<file path="config.mk">
export PLATFORM = sky130hd
export DESIGN_NAME = async_tx_threshold_control
export DESIGN_NICKNAME = d
export VERILOG_FILES = /design/src/design/async_tx_pkg.sv /design/src/design/async_tx_byte_counter.sv /design/src/design/async_tx_threshold_control.sv
export VERILOG_INCLUDE_DIRS = /design/src /design/src/design
export SDC_FILE = /design/constraint.sdc
export NUM_CORES = 1
export LEC_CHECK = 0
export BUFFER_PORTS_ARGS = -buffer_cell sky130_fd_sc_hd__buf_4
export CORE_UTILIZATION = 45
export DETAILED_ROUTE_END_ITERATION = 12
export PLACE_DENSITY = 0.86
export SLEW_MARGIN = 40
export SYNTH_ARGS = -nofsm -noshare
export SYNTH_HDL_FRONTEND = slang
export SYNTH_HIERARCHICAL = 1
export SYNTH_SLANG_ARGS = --single-unit
</file>
<file path="constraint.sdc">
create_clock -name clock_i -period 6.8 [get_ports clock_i]
set_clock_uncertainty 0.15 [all_clocks]
set_input_delay 1.7 -clock clock_i [delete_from_list [all_inputs] [get_ports clock_i]]
set_output_delay 1.7 -clock clock_i [all_outputs]
set_load 0.05 [all_outputs]
</file>
<file path="src/design/async_tx_regs.svh">
`ifndef ASYNC_TX_REGS_SVH
`define ASYNC_TX_REGS_SVH

// Register locations
`define LEC_CFG_OFFSET 12'h0F4
`define LEC_SET_OFFSET 12'h088
`define LEC_CLR_OFFSET 12'h08C

// Storage layout
`define LEC_RESET 32'h00001000
`define LEC_WRITE_MASK 32'h0000F000
`define LEC_THRESH_MASK 32'h00003000
`define LEC_EEPROM_MASK 32'h0000F000
`define LEC_REORDER_BIT 15
`define LEC_SPARE_BIT 14
`define LEC_THRESH_HI 13
`define LEC_THRESH_LO 12

// Thresholds, quadlet size and count ceiling in bytes
`define AT_THRESH_2K 12'h800
`define AT_THRESH_1K7 12'h6C0
`define AT_THRESH_1K 12'h400
`define AT_THRESH_512 12'h200
`define AT_QUADLET_BYTES 12'h004
`define AT_COUNT_MAX 12'hFFF

`endif

</file>
<file path="src/design/async_tx_pkg.sv">
package async_tx_pkg;

	// Threshold select field encodings, in field order
	typedef enum logic [1:0] {THRESH_SAF, THRESH_1K7, THRESH_1K, THRESH_512} thresh_sel_t;

	// Transmit sequencer states
	typedef enum logic [1:0] {ST_IDLE, ST_FILL, ST_SEND} tx_state_t;

	// Register access request, config or memory space
	typedef struct packed {
		logic wr;
		logic rd;
		logic mem_space;
		logic [11:0] addr;
		logic [31:0] wdata;
	} reg_req_t;

	// Quadlet checked into the transmit FIFO by DMA
	typedef struct packed {
		logic valid;
		logic sop;
		logic eop;
	} fill_t;

	// Link side view of the FIFO
	typedef struct packed {
		logic fifo_empty;
		logic done;
	} drain_t;

endpackage

</file>
<file path="src/design/async_tx_byte_counter.sv">
`timescale 1ns/1ns
`include "async_tx_regs.svh"

module async_tx_byte_counter (
	input wire logic clock_i,
	input wire logic rst_i,
	input wire logic clear_i,
	input wire logic add_i,
	output logic [11:0] count_o
);

	// Bytes of the current packet, restarted by its first quadlet; saturates so huge packets never wrap
	always_ff @(posedge clock_i or posedge rst_i)
	begin
		if (rst_i)
			count_o <= 12'h000;
		else if (add_i && clear_i)
			count_o <= `AT_QUADLET_BYTES;
		else if (add_i && count_o <= (`AT_COUNT_MAX - `AT_QUADLET_BYTES))
			count_o <= count_o + `AT_QUADLET_BYTES;
		else if (add_i)
			count_o <= `AT_COUNT_MAX;
	end

endmodule

</file>
<file path="src/design/async_tx_threshold_control.sv">
`timescale 1ns/1ns
`include "async_tx_regs.svh"

module async_tx_threshold_control (
	input wire logic clock_i,
	input wire logic rst_i,
	input wire async_tx_pkg::reg_req_t reg_req_i,
	output logic [31:0] reg_rdata_o,
	output logic reg_rvalid_o,
	input wire logic eeprom_load_i,
	input wire logic [31:0] eeprom_data_i,
	input wire logic [3:0] retry_limit_i,
	input wire logic retry_i,
	input wire async_tx_pkg::fill_t fill_i,
	input wire async_tx_pkg::drain_t drain_i,
	output logic tx_start_o,
	output logic tx_underrun_o,
	output logic saf_active_o,
	output logic tx_reorder_disable_o,
	output logic [11:0] tx_threshold_o
);
	import async_tx_pkg::*;

	logic [31:0] lec_reg;
	logic [31:0] lec_next;
	logic cfg_hit;
	logic set_hit;
	logic clr_hit;
	logic any_hit;
	logic thresh_written;
	logic fallback_reg;
	logic pkt_retry_reg;
	logic pkt_complete_reg;
	logic [11:0] byte_count;
	logic [11:0] thresh_bytes;
	thresh_sel_t thresh_sel;
	logic saf_now;
	logic start_cond;
	logic underrun_now;
	logic new_packet;
	tx_state_t state_reg;
	tx_state_t state_next;

	// Address decode of the three views of one register
	assign cfg_hit = !reg_req_i.mem_space && reg_req_i.addr == `LEC_CFG_OFFSET;
	assign set_hit = reg_req_i.mem_space && reg_req_i.addr == `LEC_SET_OFFSET;
	assign clr_hit = reg_req_i.mem_space && reg_req_i.addr == `LEC_CLR_OFFSET;
	assign any_hit = cfg_hit || set_hit || clr_hit;

	// Next register value; EEPROM load yields to a config write in the same cycle, set and clear writes apply on top of it
	always_comb
	begin
		lec_next = lec_reg;
		if (eeprom_load_i)
			lec_next = (lec_reg & ~`LEC_EEPROM_MASK) | (eeprom_data_i & `LEC_EEPROM_MASK);
		if (reg_req_i.wr && cfg_hit)
			lec_next = reg_req_i.wdata & `LEC_WRITE_MASK;
		else if (reg_req_i.wr && set_hit)
			lec_next = lec_next | (reg_req_i.wdata & `LEC_WRITE_MASK);
		else if (reg_req_i.wr && clr_hit)
			lec_next = lec_next & ~(reg_req_i.wdata & `LEC_WRITE_MASK);
		lec_next = lec_next & `LEC_WRITE_MASK;
	end

	// Enhancement storage; spare bit 14 is kept but steers nothing
	always_ff @(posedge clock_i or posedge rst_i)
	begin
		if (rst_i)
			lec_reg <= `LEC_RESET;
		else
			lec_reg <= lec_next;
	end

	// Registered read port, unmapped addresses read zero
	always_ff @(posedge clock_i or posedge rst_i)
	begin
		if (rst_i)
		begin
			reg_rdata_o <= 32'h00000000;
			reg_rvalid_o <= 1'b0;
		end
		else
		begin
			reg_rvalid_o <= reg_req_i.rd;
			if (reg_req_i.rd && any_hit)
				reg_rdata_o <= lec_reg & `LEC_WRITE_MASK;
			else
				reg_rdata_o <= 32'h00000000;
		end
	end

	// Pipelining control registered from storage, one cycle behind it
	always_ff @(posedge clock_i or posedge rst_i)
	begin
		if (rst_i)
			tx_reorder_disable_o <= 1'b0;
		else
			tx_reorder_disable_o <= lec_reg[`LEC_REORDER_BIT];
	end

	// A threshold touch re-arms the programmed value after a fallback
	assign thresh_written = reg_req_i.wr && (cfg_hit || ((set_hit || clr_hit) &&
		(reg_req_i.wdata & `LEC_THRESH_MASK) != 32'h00000000));

	// Sticky store-and-forward after an underrun; a new underrun wins over re-arming
	always_ff @(posedge clock_i or posedge rst_i)
	begin
		if (rst_i)
			fallback_reg <= 1'b0;
		else if (underrun_now)
			fallback_reg <= 1'b1;
		else if (thresh_written)
			fallback_reg <= 1'b0;
	end

	// Per packet bookkeeping, one packet in flight at a time
	assign new_packet = fill_i.valid && fill_i.sop && state_reg == ST_IDLE;

	always_ff @(posedge clock_i or posedge rst_i)
	begin
		if (rst_i)
			pkt_retry_reg <= 1'b0;
		else if (new_packet)
			pkt_retry_reg <= retry_i;
	end

	// Whole packet checked in; the end mark of the same quadlet wins over the restart
	always_ff @(posedge clock_i or posedge rst_i)
	begin
		if (rst_i)
			pkt_complete_reg <= 1'b0;
		else if (fill_i.valid && fill_i.eop)
			pkt_complete_reg <= 1'b1;
		else if (new_packet)
			pkt_complete_reg <= 1'b0;
	end

	// Byte count of the current packet
	async_tx_byte_counter u_count (
		.clock_i(clock_i),
		.rst_i(rst_i),
		.clear_i(new_packet),
		.add_i(fill_i.valid),
		.count_o(byte_count)
	);

	// Effective threshold: any store-and-forward cause forces the 2K value
	assign thresh_sel = thresh_sel_t'(lec_reg[`LEC_THRESH_HI:`LEC_THRESH_LO]);
	assign saf_now = thresh_sel == THRESH_SAF || fallback_reg || pkt_retry_reg || retry_limit_i == 4'h0;

	always_comb
	begin
		thresh_bytes = `AT_THRESH_2K;
		if (!saf_now)
		begin
			case (thresh_sel)
				THRESH_1K7: thresh_bytes = `AT_THRESH_1K7;
				THRESH_1K: thresh_bytes = `AT_THRESH_1K;
				THRESH_512: thresh_bytes = `AT_THRESH_512;
				default: thresh_bytes = `AT_THRESH_2K;
			endcase
		end
	end

	// Start on threshold, or once the packet is complete; store-and-forward only the latter
	assign start_cond = state_reg == ST_FILL && (pkt_complete_reg || (!saf_now && byte_count >= thresh_bytes));
	// FIFO ran dry before the packet end was checked in
	assign underrun_now = state_reg == ST_SEND && !drain_i.done && drain_i.fifo_empty && !pkt_complete_reg;

	// Sequencer next state
	always_comb
	begin
		state_next = state_reg;
		case (state_reg)
			ST_IDLE:
				if (new_packet)
					state_next = ST_FILL;
			ST_FILL:
				if (start_cond)
					state_next = ST_SEND;
			ST_SEND:
				if (drain_i.done || underrun_now)
					state_next = ST_IDLE;
			default:
				state_next = ST_IDLE;
		endcase
	end

	always_ff @(posedge clock_i or posedge rst_i)
	begin
		if (rst_i)
			state_reg <= ST_IDLE;
		else
			state_reg <= state_next;
	end

	// Event pulses toward the link
	always_ff @(posedge clock_i or posedge rst_i)
	begin
		if (rst_i)
		begin
			tx_start_o <= 1'b0;
			tx_underrun_o <= 1'b0;
		end
		else
		begin
			tx_start_o <= start_cond;
			tx_underrun_o <= underrun_now;
		end
	end

	// Status view of the active mode
	always_ff @(posedge clock_i or posedge rst_i)
	begin
		if (rst_i)
		begin
			saf_active_o <= 1'b0;
			tx_threshold_o <= `AT_THRESH_1K7;
		end
		else
		begin
			saf_active_o <= saf_now;
			tx_threshold_o <= thresh_bytes;
		end
	end
endmodule

</file>
## Yosys cells after proc, flatten, opt, wreduce, memory -nomap -nowiden

Cells that the tools add are included.

- Bits in registers: 70
- Bits in latches: 0
- RAM bits: 0
- Bits in read-only memories: 0
- Input port bits: 92
- Output and inout port bits: 49
- Logic and storage cells: 88
- Memories: 0

- Add/sub/neg operators: 1
- Multiply operators: 0
- Div/mod/pow operators: 0
- Magnitude comparators: 2
- Equal/unequal tests: 11
- Shift operators: 0
- Mux-type cells: 18
- Bitwise logic cells: 3
- Reduce and logical (&&, ||, !) cells: 40

Operators by type and width:

| operator | count |
|---|---|
| $mux 16 | 5 |
| $mux 12 | 4 |
| $eq 12x8->1 const B | 3 |
| $pmux 12 s3 | 1 |
| $reduce_bool 32->1 | 1 |
| $logic_and 1x1->1 | 19 |
| $and 16x16->16 | 1 |
| $not 16->16 | 1 |
| $or 16x16->16 | 1 |
| $add 12x3->12 const B | 1 |
| $ge 12x12->1 | 1 |
| $le 12x12->1 const B | 1 |
| $logic_or 1x1->1 | 9 |
| $eq 2x2->1 const B | 3 |
| $mux 2 | 3 |
| $pmux 2 s3 | 1 |
| $eq 2x1->1 const B | 2 |
| $logic_not 1->1 | 4 |
| $logic_not 2->1 | 2 |
| $logic_not 4->1 | 1 |
| $mux 1 | 4 |
| $ne 2x1->1 const B | 2 |
| $reduce_bool 2->1 | 2 |
| $reduce_and 3->1 | 1 |
| 2 further kinds | 2 |

## Longest topological paths before layout

Gate-level depths: netlist (run 1).

- Depth in word-level cells: 11
- Gate-level depth with buffers: 12

## Modules after synthesis

Netlist (run 1), hierarchy kept.

Modules (own cells, without submodules):

| module | times used | cells an instance | area an instance (um2) | seq. area each (um2) |
|---|---|---|---|---|
| async_tx_threshold_control | 1 | 153 | 1471.4 | 555.5 |
| async_tx_byte_counter | 1 | 63 | 615.6 | 275.3 |

## Worst setup path before layout (run 1)

OpenSTA, ideal clock, no wires.

- Path type: input to register
- Start: input port retry_limit_i[1]
- End: register state_reg[1]
- Library setup time: 0.121 ns
- Arrival: 3.351 ns
- Required time: 6.529 ns
- Setup slack: 3.178 ns
- Cell stages on the path: 9
- Path buffers: 0
- Cell sequence: o41a_1 > nand2_1 > inv_1 > ha_1 > nand2_1 > nor4_2 > o311ai_1 > nand2_1 > a22o_1

- Word-level cells in the longest chain between the ends: 9
- Elaborated cells on any way between the ends: 10
- Classes of those cells: order compare: 1; eq/ne: 1; mux: 1; reduce/logical: 7

Ends and longest elaborated chain:

| element | RTL line | source |
|---|---|---|
| start, declared | async_tx_threshold_control.sv:12 | `input wire logic [3:0] retry_limit_i,` |
| $logic_not 4->1 | async_tx_threshold_control.sv:149 | `assign saf_now = thresh_sel == THRESH_SAF \|\| fallback_reg \|\| pkt_retry_reg \|\| retry_limit_i == 4'h0;` |
| $logic_or 1x1->1 | async_tx_threshold_control.sv:149 |  |
| $mux 12 | async_tx_threshold_control.sv:154 | `if (!saf_now)` |
| named net thresh_bytes[6] | async_tx_threshold_control.sv:35 | `logic [11:0] thresh_bytes;` |
| $ge 12x12->1 | async_tx_threshold_control.sv:166 | `assign start_cond = state_reg == ST_FILL && (pkt_complete_reg \|\| (!saf_now && byte_count >= thresh_bytes));` |
| $logic_and 1x1->1 | async_tx_threshold_control.sv:166 |  |
| $logic_or 1x1->1 | async_tx_threshold_control.sv:166 |  |
| $logic_and 1x1->1 | async_tx_threshold_control.sv:166 |  |
| $ne 2x2->1 (no line) | n/a |  |
| $reduce_and 3->1 (no line) | n/a |  |
| end signal, assigned | async_tx_threshold_control.sv:194 | `state_reg <= state_next;` |
| end, declared | async_tx_threshold_control.sv:41 | `tx_state_t state_reg;` |

The timed path passes the listed nets, and every way through them passes these cells.
A chain may end at the register's enable or synchronous reset.

## Final worst setup path (run 1)

Same ends and word-level chain as after synthesis.

==> impl_metrics.tcl, run 1 <==
set metrics [dict create \
    status "complete, no violations" \
    r2r_end "state_reg[1]" \
    start_kind "input pin" \
    rsz0062_at_grt "no" \
    top_register "u_count/count_o" \
    rows 24 \
    die_area_mm2 0.004914 \
    rr_startpoint "lec_reg[12]" \
    avgViaCountPerCell 5.119 \
    hold_buffers 0 \
    largest_register_ffs 11 \
    power.density_mw_per_mm2 292.4 \
    fin_setup_tns_ns 0 \
    slew_violations 0 \
    synth_edf_count 0 \
    dp.cells 311 \
    die_h_um 70.10 \
    hpwl_mm 3.126 \
    cts_buffers 5 \
    yosysMostFrequentCell "buf_4" \
    p_total_mw 0.7168 \
    synthTopCellsByCount "37 x buf_4, 29 x dfrtp_1, 15 x inv_1, 14 x nand2_1, 12 x nor2_1" \
    clock-sinks 33 \
    io_buffers 49 \
    yosys.cell_types.count 49 \
    drt_iter0_markers 90 \
    min_period_ns 3.660 \
    hold_viol 0 \
    finish.utilization_pct 55.53 \
    syn_area_mm2 0.002087 \
    synth_ff_type "dfrtp_1" \
    instances_no_fill 319 \
    setup-violations-final 0 \
    yosysSeqAreaShare_pct 39.81 \
    grt_max_degree 23 \
    cts_tree "done" \
    required_ns 6.82 \
    routed_wl_mm 4.037 \
    hp-class "reg2reg" \
    grt_pass1_vias 1467 \
    n_fill_cell 381 \
    cts.path.max_buffers 2 \
    area_delta_synth_final_pct 17.45 \
    crit_arrival_ns 3.68 \
    grt_antenna_before_repair 0 \
    cts_resized 0 \
    synth.top_cells.by_area "dfrtp_1 35%, buf_4 13%, ha_1 6.0%" \
    num_io_pins 141 \
    startpoint "retry_limit_i[1]" \
    antenna_cells 0 \
    post-route-period-util_pct 53.83 \
    yosys_warnings 6 \
    holdCritStartpoint "lec_reg[15]" \
    vias 1633 \
    grt_usage_pct 16.62 \
    first_pass_iters 4 \
    r2r_cells 12 \
    min_to "tx_reorder_disable_o" \
    fin_area_mm2 0.002451 \
    gr-total-overflow 0 \
    die_w_um 70.10 \
    syn_inst 216 \
    nets 368 \
    clk_pin_slew_ns 0.06 \
    r2r_slack_ns 3.79 \
    clk_latency_ns 0.28 \
    synth_top_area_share_pct 34.77 \
    cts.root.buffer_cell "clkbuf_8" \
    synthArstFlopShare_pct 100.0 \
    crit_fanout 8 \
    maxCapViolations 0 \
    wire_per_inst_um 12.66 \
    p_leak_nw 1.262 \
    place_area_mm2 0.002350 \
    postCtsSetupBuffers 0 \
    path_class "in2reg" \
    grt_pass1_wl_mm 6.430 \
    start_util_pct 47.28 \
    cp-end-kind "flip-flop" \
    min_path_cells 0 \
    place.gp.congestion 0.8631 \
    core_mm2 0.004414 \
    ant_nets 0 \
    drc_errors 0 \
    drive_gt1_share_pct 27.34 \
    synth_area_per_cell_um2 9.662 \
    fmax_mhz 273.2 \
    h-tree-depth 2 \
    yosysTopAreaCell "dfrtp_1" \
    max-vdd-ir-drop_mv 0.1325 \
    synth-seq-cells 33 \
]
layout by cell type (no fill, tap or decap), types with 3 or more instances in the layout:
| cell type | count |
|---|---|
| mux2i_1 | 4 |
| o21ai_0 | 8 |
| a21oi_1 | 11 |
| nand2_1 | 14 |
| conb_1 | 35 |
| clkbuf_8 | 7 |
| ha_1 | 10 |
| nor3_1 | 5 |
| nand2b_1 | 3 |
| dfstp_2 | 4 |
| nand4_1 | 5 |
| inv_1 | 14 |
| nor2_1 | 12 |
| and2_1 | 5 |
| a211oi_1 | 3 |
| nand3_1 | 6 |
| a31oi_1 | 5 |
| dfrtp_1 | 29 |
| buf_4 | 49 |
power by group:
group	switching [mW]	total (mW)	internal (mW)
Sequential	0.0415	0.284	0.243
Clock	0.0691	0.161	0.0914
Combinational	0.184	0.272	0.0881
Total	0.295	0.717	0.422
layer usage:
metal | share of wire (%) | vias to the layer above | GRT usage, %
li1 | - | 784 | -
met1 | 43 | 769 | 20.54
met2 | 49 | 71 | 26.60
met3 | 4.9 | 9 | 3.319
met4 | 3.1 | 0 | 10.22
met5 | 0 | - | 0
kinds of logic after synthesis:
family	count (synthesis)	share of synthesized area, %
DFF	33	39.81
AOI/OAI and AO/OA	45	14.15
and+or+nand+nor	68	20.98
other	1	0.1797
muxes	4	1.919
buffers and inverters	55	16.97
adders and majority gates	10	5.995
area by class of cell:
class	count	area [µm²]	area share, %
repair buffers	49	367.9	15.01
well taps	52	65.06	2.654
clock buffers	7	96.34	3.931
multi-input cells	162	1030	42.01
flip-flops and latches	33	830.8	33.89
inverters	15	56.30	2.297
clock inverters	1	5.005	0.2042
worst max-delay path by stage:
| stage | end | slack [ns] | depth (start not counted) |
|---|---|---|---|
| after CTS | state_reg[1] | 3.15 | 10 |
| final | state_reg[1] | 3.14 | 10 |
| after floorplan | state_reg[1] | 3.18 | 9 |
| after detailed placement | state_reg[1] | 2.84 | 10 |
| after global routing | state_reg[1] | 3.02 | 10 |
| after global placement | state_reg[1] | 2.88 | 10 |
per-stage QoR:
| stage | setup WS, ns | hold slack (ns) |
|---|---|---|
| CTS | 3.149 | 0.2525 |
| detailed placement | 2.837 | 0.2339 |
| floorplan | 3.178 | 0.2156 |
| global route | 3.025 | 0.2674 |
| finish | 3.140 | 0.2572 |
| global placement | 2.879 | 0.2281 |
critical path: stages:
cell and delay [ns]:
buf_4 0.11, o41a_1 0.55, nand2_1 0.15, inv_1 0.08
ha_1 0.27, nand2_1 0.07, nor4_2 0.05, o311ai_1 0.35
nand2_1 0.12, a22o_1 0.24
No activity file was read; power rests on OpenSTA's default activity.
==> inputs of run 2 (changes only) <==
--- a/config.mk
+++ b/config.mk
@@ -7,9 +7,9 @@
 export NUM_CORES = 1
 export LEC_CHECK = 0
 export BUFFER_PORTS_ARGS = -buffer_cell sky130_fd_sc_hd__buf_4
-export CORE_UTILIZATION = 45
+export CORE_UTILIZATION = 42
 export DETAILED_ROUTE_END_ITERATION = 12
-export PLACE_DENSITY = 0.86
+export PLACE_DENSITY = 0.81
 export SLEW_MARGIN = 40
 export SYNTH_ARGS = -nofsm -noshare
 export SYNTH_HDL_FRONTEND = slang
==> constraint.sdc (replaced) <==
create_clock -name clock_i -period 3.59 [get_ports clock_i]
set_clock_uncertainty 0.15 [all_clocks]
set_input_delay 0.8975 -clock clock_i [delete_from_list [all_inputs] [get_ports clock_i]]
set_output_delay 0.8975 -clock clock_i [all_outputs]
set_load 0.05 [all_outputs]
==> impl_metrics.tcl, run 2 (synthesized netlist as in run 1, its figures left out) <==
set metrics [dict create \
    cts_tree "done" \
    clock-sinks 33 \
    instances_no_fill 334 \
    ant_nets 0 \
    grt_pass1_wl_mm 6.092 \
    cts_resized 0 \
    core_mm2 0.004755 \
    fin_setup_tns_ns 0 \
    grt_pass1_vias 1417 \
    nets 368 \
    hold_ws_ns 0.2453 \
    crit_arrival_ns 3.08 \
    drc_errors 0 \
    drive_gt1_share_pct 27.34 \
    cts.root.buffer_cell "clkbuf_8" \
    vias 1574 \
    required_ns 3.62 \
    cts.path.max_buffers 2 \
    p_leak_nw 1.251 \
    postCtsSetupBuffers 0 \
    cts_buffers 5 \
    hp-class "reg2reg" \
    largest_register_ffs 11 \
    slew_violations 0 \
    top_register "u_count/count_o" \
    max-vdd-ir-drop_mv 0.2395 \
    start_util_pct 43.89 \
    avgViaCountPerCell 4.713 \
    power.density_mw_per_mm2 535.7 \
    cp-end-kind "flip-flop" \
    crit_fanout 8 \
    place.gp.congestion 0.8626 \
    area_delta_synth_final_pct 17.63 \
    setup-violations-final 0 \
    clk_latency_ns 0.29 \
    n_fill_cell 465 \
    final_common_cell "buf_4" \
    start_kind "flip-flop" \
    rsz0062_at_grt "no" \
    grt_max_degree 23 \
    dp.cells 326 \
    h-tree-depth 2 \
    post-route-period-util_pct 85.06 \
    die_h_um 72.49 \
    gr-total-overflow 0 \
    status "complete, no violations" \
    first_pass_iters 4 \
    path_class "reg2reg" \
    drt_iter0_markers 53 \
    grt_antenna_before_repair 0 \
    clk_pin_slew_ns 0.07 \
    final_cell_mix "49 x buf_4, 35 x conb_1, 29 x dfrtp_1, 14 x inv_1, 14 x nand2_1" \
    grt_usage_pct 15.36 \
    hold_buffers 0 \
    hold_viol 0 \
    io_buffers 49 \
    antenna_cells 0 \
    routed_wl_mm 3.786 \
    hpwl_mm 3.026 \
    fmax_mhz 327.5 \
    die_w_um 72.49 \
    rows 25 \
    wire_per_inst_um 11.34 \
    num_io_pins 141 \
    die_area_mm2 0.005255 \
    maxCapViolations 0 \
    min_period_ns 3.054 \
]
## run 2: changes by cell type in the layout (fill, tap and decap cells not counted)
cell and delta:
clkbuf_8 -2, clkinv_2 +1, clkinvlp_4 +1
## run 2: per-stage QoR
stage          power [mW]  setup slack (ns)  cell area [µm²]  util (%)
6_report            1.315            0.5362             2455     51.63
5_1_grt             1.394            0.2911             2455     51.63
4_1_cts             1.325            0.5500             2455     51.63
3_5_place_dp        1.055            0.4097             2369     49.82
3_3_place_gp        1.041            0.4463             2369     49.82
2_1_floorplan      0.9454            0.7702             2215         -
## run 2: path summary, 6_finish.rpt
check	from	to	slack, ns	depth (start not counted)
max	lec_reg[12]	state_reg[1]	0.54	12
min	lec_reg[15]	tx_reorder_disable_o	0.25	0
max reg2reg	lec_reg[12]	state_reg[1]	0.54	12
min reg2reg	lec_reg[15]	tx_reorder_disable_o	0.25	0
max in group asynchronous	rst_i	tx_threshold_o[7]	2.49	2
min in group asynchronous	rst_i	lec_reg[14]	0.47	2
## run 2: critical path: stages, from the launching register on
cell      delay (ns)
dfstp_2         0.56
inv_1           0.06
ha_1            0.21
nor3_1          0.25
o41a_1          0.39
nand2_1         0.13
inv_1           0.11
ha_1            0.23
nand2_1         0.07
nor4_2          0.05
o311ai_1        0.38
nand2_1         0.12
a22o_1          0.24
## run 2: power by group
part | total (mW) | internal (mW) | switching [mW]
clock | 0.266 | 0.133 | 0.133
combinational | 0.512 | 0.166 | 0.346
sequential | 0.536 | 0.460 | 0.0767
total | 1.31 | 0.759 | 0.556
## run 2: area by class of cell
cell class	instances	area [µm²]	area share [%]
clock buffer	5	68.82	2.803
clock inverter	3	17.52	0.7136
inverter	15	56.30	2.294
multi-input combinational	162	1030	41.95
sequential	33	830.8	33.84
tap	67	83.83	3.415
timing repair buffer	49	367.9	14.98
## run 2: per-layer routing
metal	part of all wire [%]	GRT usage (%)
met2	48	24.09
met4	2.2	8.715
met3	4.9	3.333
met1	45	19.61
met5	0	0
==> inputs of run 3 (changes only) <==
--- a/config.mk
+++ b/config.mk
@@ -10,6 +10,7 @@
 export CORE_UTILIZATION = 42
 export DETAILED_ROUTE_END_ITERATION = 12
 export PLACE_DENSITY = 0.81
+export SETUP_SLACK_MARGIN = 0.1
 export SLEW_MARGIN = 40
 export SYNTH_ARGS = -nofsm -noshare
 export SYNTH_HDL_FRONTEND = slang
==> constraint.sdc (replaced) <==
create_clock -name clock_i -period 3.1 [get_ports clock_i]
set_clock_uncertainty 0.15 [all_clocks]
set_input_delay 0.775 -clock clock_i [delete_from_list [all_inputs] [get_ports clock_i]]
set_output_delay 0.775 -clock clock_i [all_outputs]
set_load 0.05 [all_outputs]
==> impl_metrics.tcl, run 3 (synthesized netlist as in run 1, its figures left out) <==
set metrics [dict create \
    rr_startpoint "lec_reg[12]" \
    post-route-period-util_pct 91.03 \
    die_h_um 72.49 \
    cp_slowest_cell "dfstp_2" \
    core_mm2 0.004755 \
    maxCapViolations 0 \
    fmax_mhz 354.4 \
    crit_arrival_ns 2.85 \
    ant_nets 0 \
    p_leak_nw 1.264 \
    avgViaCountPerCell 4.857 \
    holdCritStartpoint "lec_reg[15]" \
    routed_wl_mm 3.976 \
    grt_max_degree 23 \
    area_delta_synth_final_pct 18.77 \
    path_cells "inv_1, ha_1, nor3_2, o41a_1, o21ai_0, ha_1, a21oi_1, o21ai_0, a21oi_1, nand2_1, a22o_1" \
    cpPeakStageDelay_ns 0.56 \
    grt_pass1_vias 1441 \
    nets 370 \
    num_io_pins 141 \
    wire_per_inst_um 11.83 \
    drt_iter0_markers 92 \
    largest_register_ffs 11 \
    h-tree-depth 2 \
    path_class "reg2reg" \
    start_util_pct 43.89 \
    hp-class "reg2reg" \
    hold_buffers 0 \
    gr-total-overflow 0 \
    slew_violations 0 \
    rows 25 \
    die_w_um 72.49 \
    cts_tree "done" \
    power.density_mw_per_mm2 627.2 \
    cts_buffers 5 \
    max-vdd-ir-drop_mv 0.3029 \
    antenna_cells 0 \
    multiInputGateArea_mm2 0.001042 \
    r2r_slack_ns 0.28 \
    status "complete, no violations" \
    clock-sinks 33 \
    hold_ws_ns 0.2508 \
    startpoint "lec_reg[12]" \
    final_common_cell "buf_4" \
    grt_pass1_wl_mm 6.354 \
    final_cell_mix "51 x buf_4, 35 x conb_1, 29 x dfrtp_1, 14 x inv_1, 14 x nand2_1" \
    drive_gt1_share_pct 28.25 \
    cp-end-kind "flip-flop" \
    regArea_um2 830.8 \
    cts.root.buffer_cell "clkbuf_8" \
    grt_antenna_before_repair 0 \
    required_ns 3.13 \
    first_pass_iters 4 \
    clk_latency_ns 0.28 \
    rsz0062_at_grt "no" \
    hold_viol 0 \
    clk_pin_slew_ns 0.06 \
    drc_errors 0 \
    crit_fanout 4 \
    die_area_mm2 0.005255 \
    cts.path.max_buffers 2 \
    fin_setup_tns_ns 0 \
    top_register "u_count/count_o" \
    place.gp.congestion 0.8609 \
    io_buffers 49 \
    n_fill_cell 459 \
    hpwl_mm 3.133 \
    grt_usage_pct 15.84 \
    min_period_ns 2.822 \
    vias 1632 \
    setup-violations-final 0 \
    start_kind "flip-flop" \
]
## run 3: cell count changes in the layout (fill, tap and decap cells not counted), sizes merged
| cell | before | now |
|---|---|---|
| clkbuf | 5 | 6 |
| clkinvlp | 1 | 0 |
| buf | 49 | 51 |
## run 3: final cells by class
cell class / instances / area share [%]
repair buffers: 51 / 15.45
multi-input cells: 162 / 42.05
inverters: 15 / 2.272
clock buffers: 6 / 2.928
flip-flops and latches: 33 / 33.52
well taps: 67 / 3.382
clock inverters: 2 / 0.4038
## run 3: routing by layer
layer  wire [µm]  GRT usage, %
met1        1762         20.51
met2        1929         24.92
met3         218         4.444
met4          66         6.536
met5           0             0
## run 3: what timing repair did
action                                  CTS  global route
endpoints found under the setup margin    0             2
gates resized for setup                   0             2
buffers inserted                          0             1
## run 3: worst paths after layout
| check | endpoint | cells past startpoint |
|---|---|---|
| max | state_reg[1] | 11 |
| min | tx_reorder_disable_o | 0 |
| max reg2reg | state_reg[1] | 11 |
| min reg2reg | tx_reorder_disable_o | 0 |
| max in group asynchronous | lec_reg[12] | 2 |
| min in group asynchronous | u_count/count_o[5] | 2 |
## run 3: power breakdown
group          internal, mW  leakage [nW]  total [mW]  switching, mW
Combinational         0.214         0.805       0.625          0.411
Sequential            0.533         0.414       0.625         0.0919
Clock                 0.155        0.0450       0.305          0.150
Total                 0.902          1.26        1.55          0.652
## run 3: worst max-delay path: cells and delay by family, from the launching register on
family          cells  cell delay [ns]
compound gates      6             1.10
simple gates        2             0.30
flops               1             0.56
fa+ha+maj           2             0.54
buf+inv             1             0.06
## run 3: per-stage QoR
step / cells / instance area (µm²) / util, % / worst slack, ns / power (mW)
floorplan: 250 / 2215 / - / 0.4027 / 1.095
global placement: 327 / 2376 / 49.97 / 0.1370 / 1.216
detailed placement: 327 / 2376 / 49.97 / 0.1325 / 1.237
CTS: 335 / 2459 / 51.71 / 0.1499 / 1.544
global route: 336 / 2479 / 52.13 / 0.07762 / 1.658
finish: 336 / 2479 / 52.13 / 0.2782 / 1.555
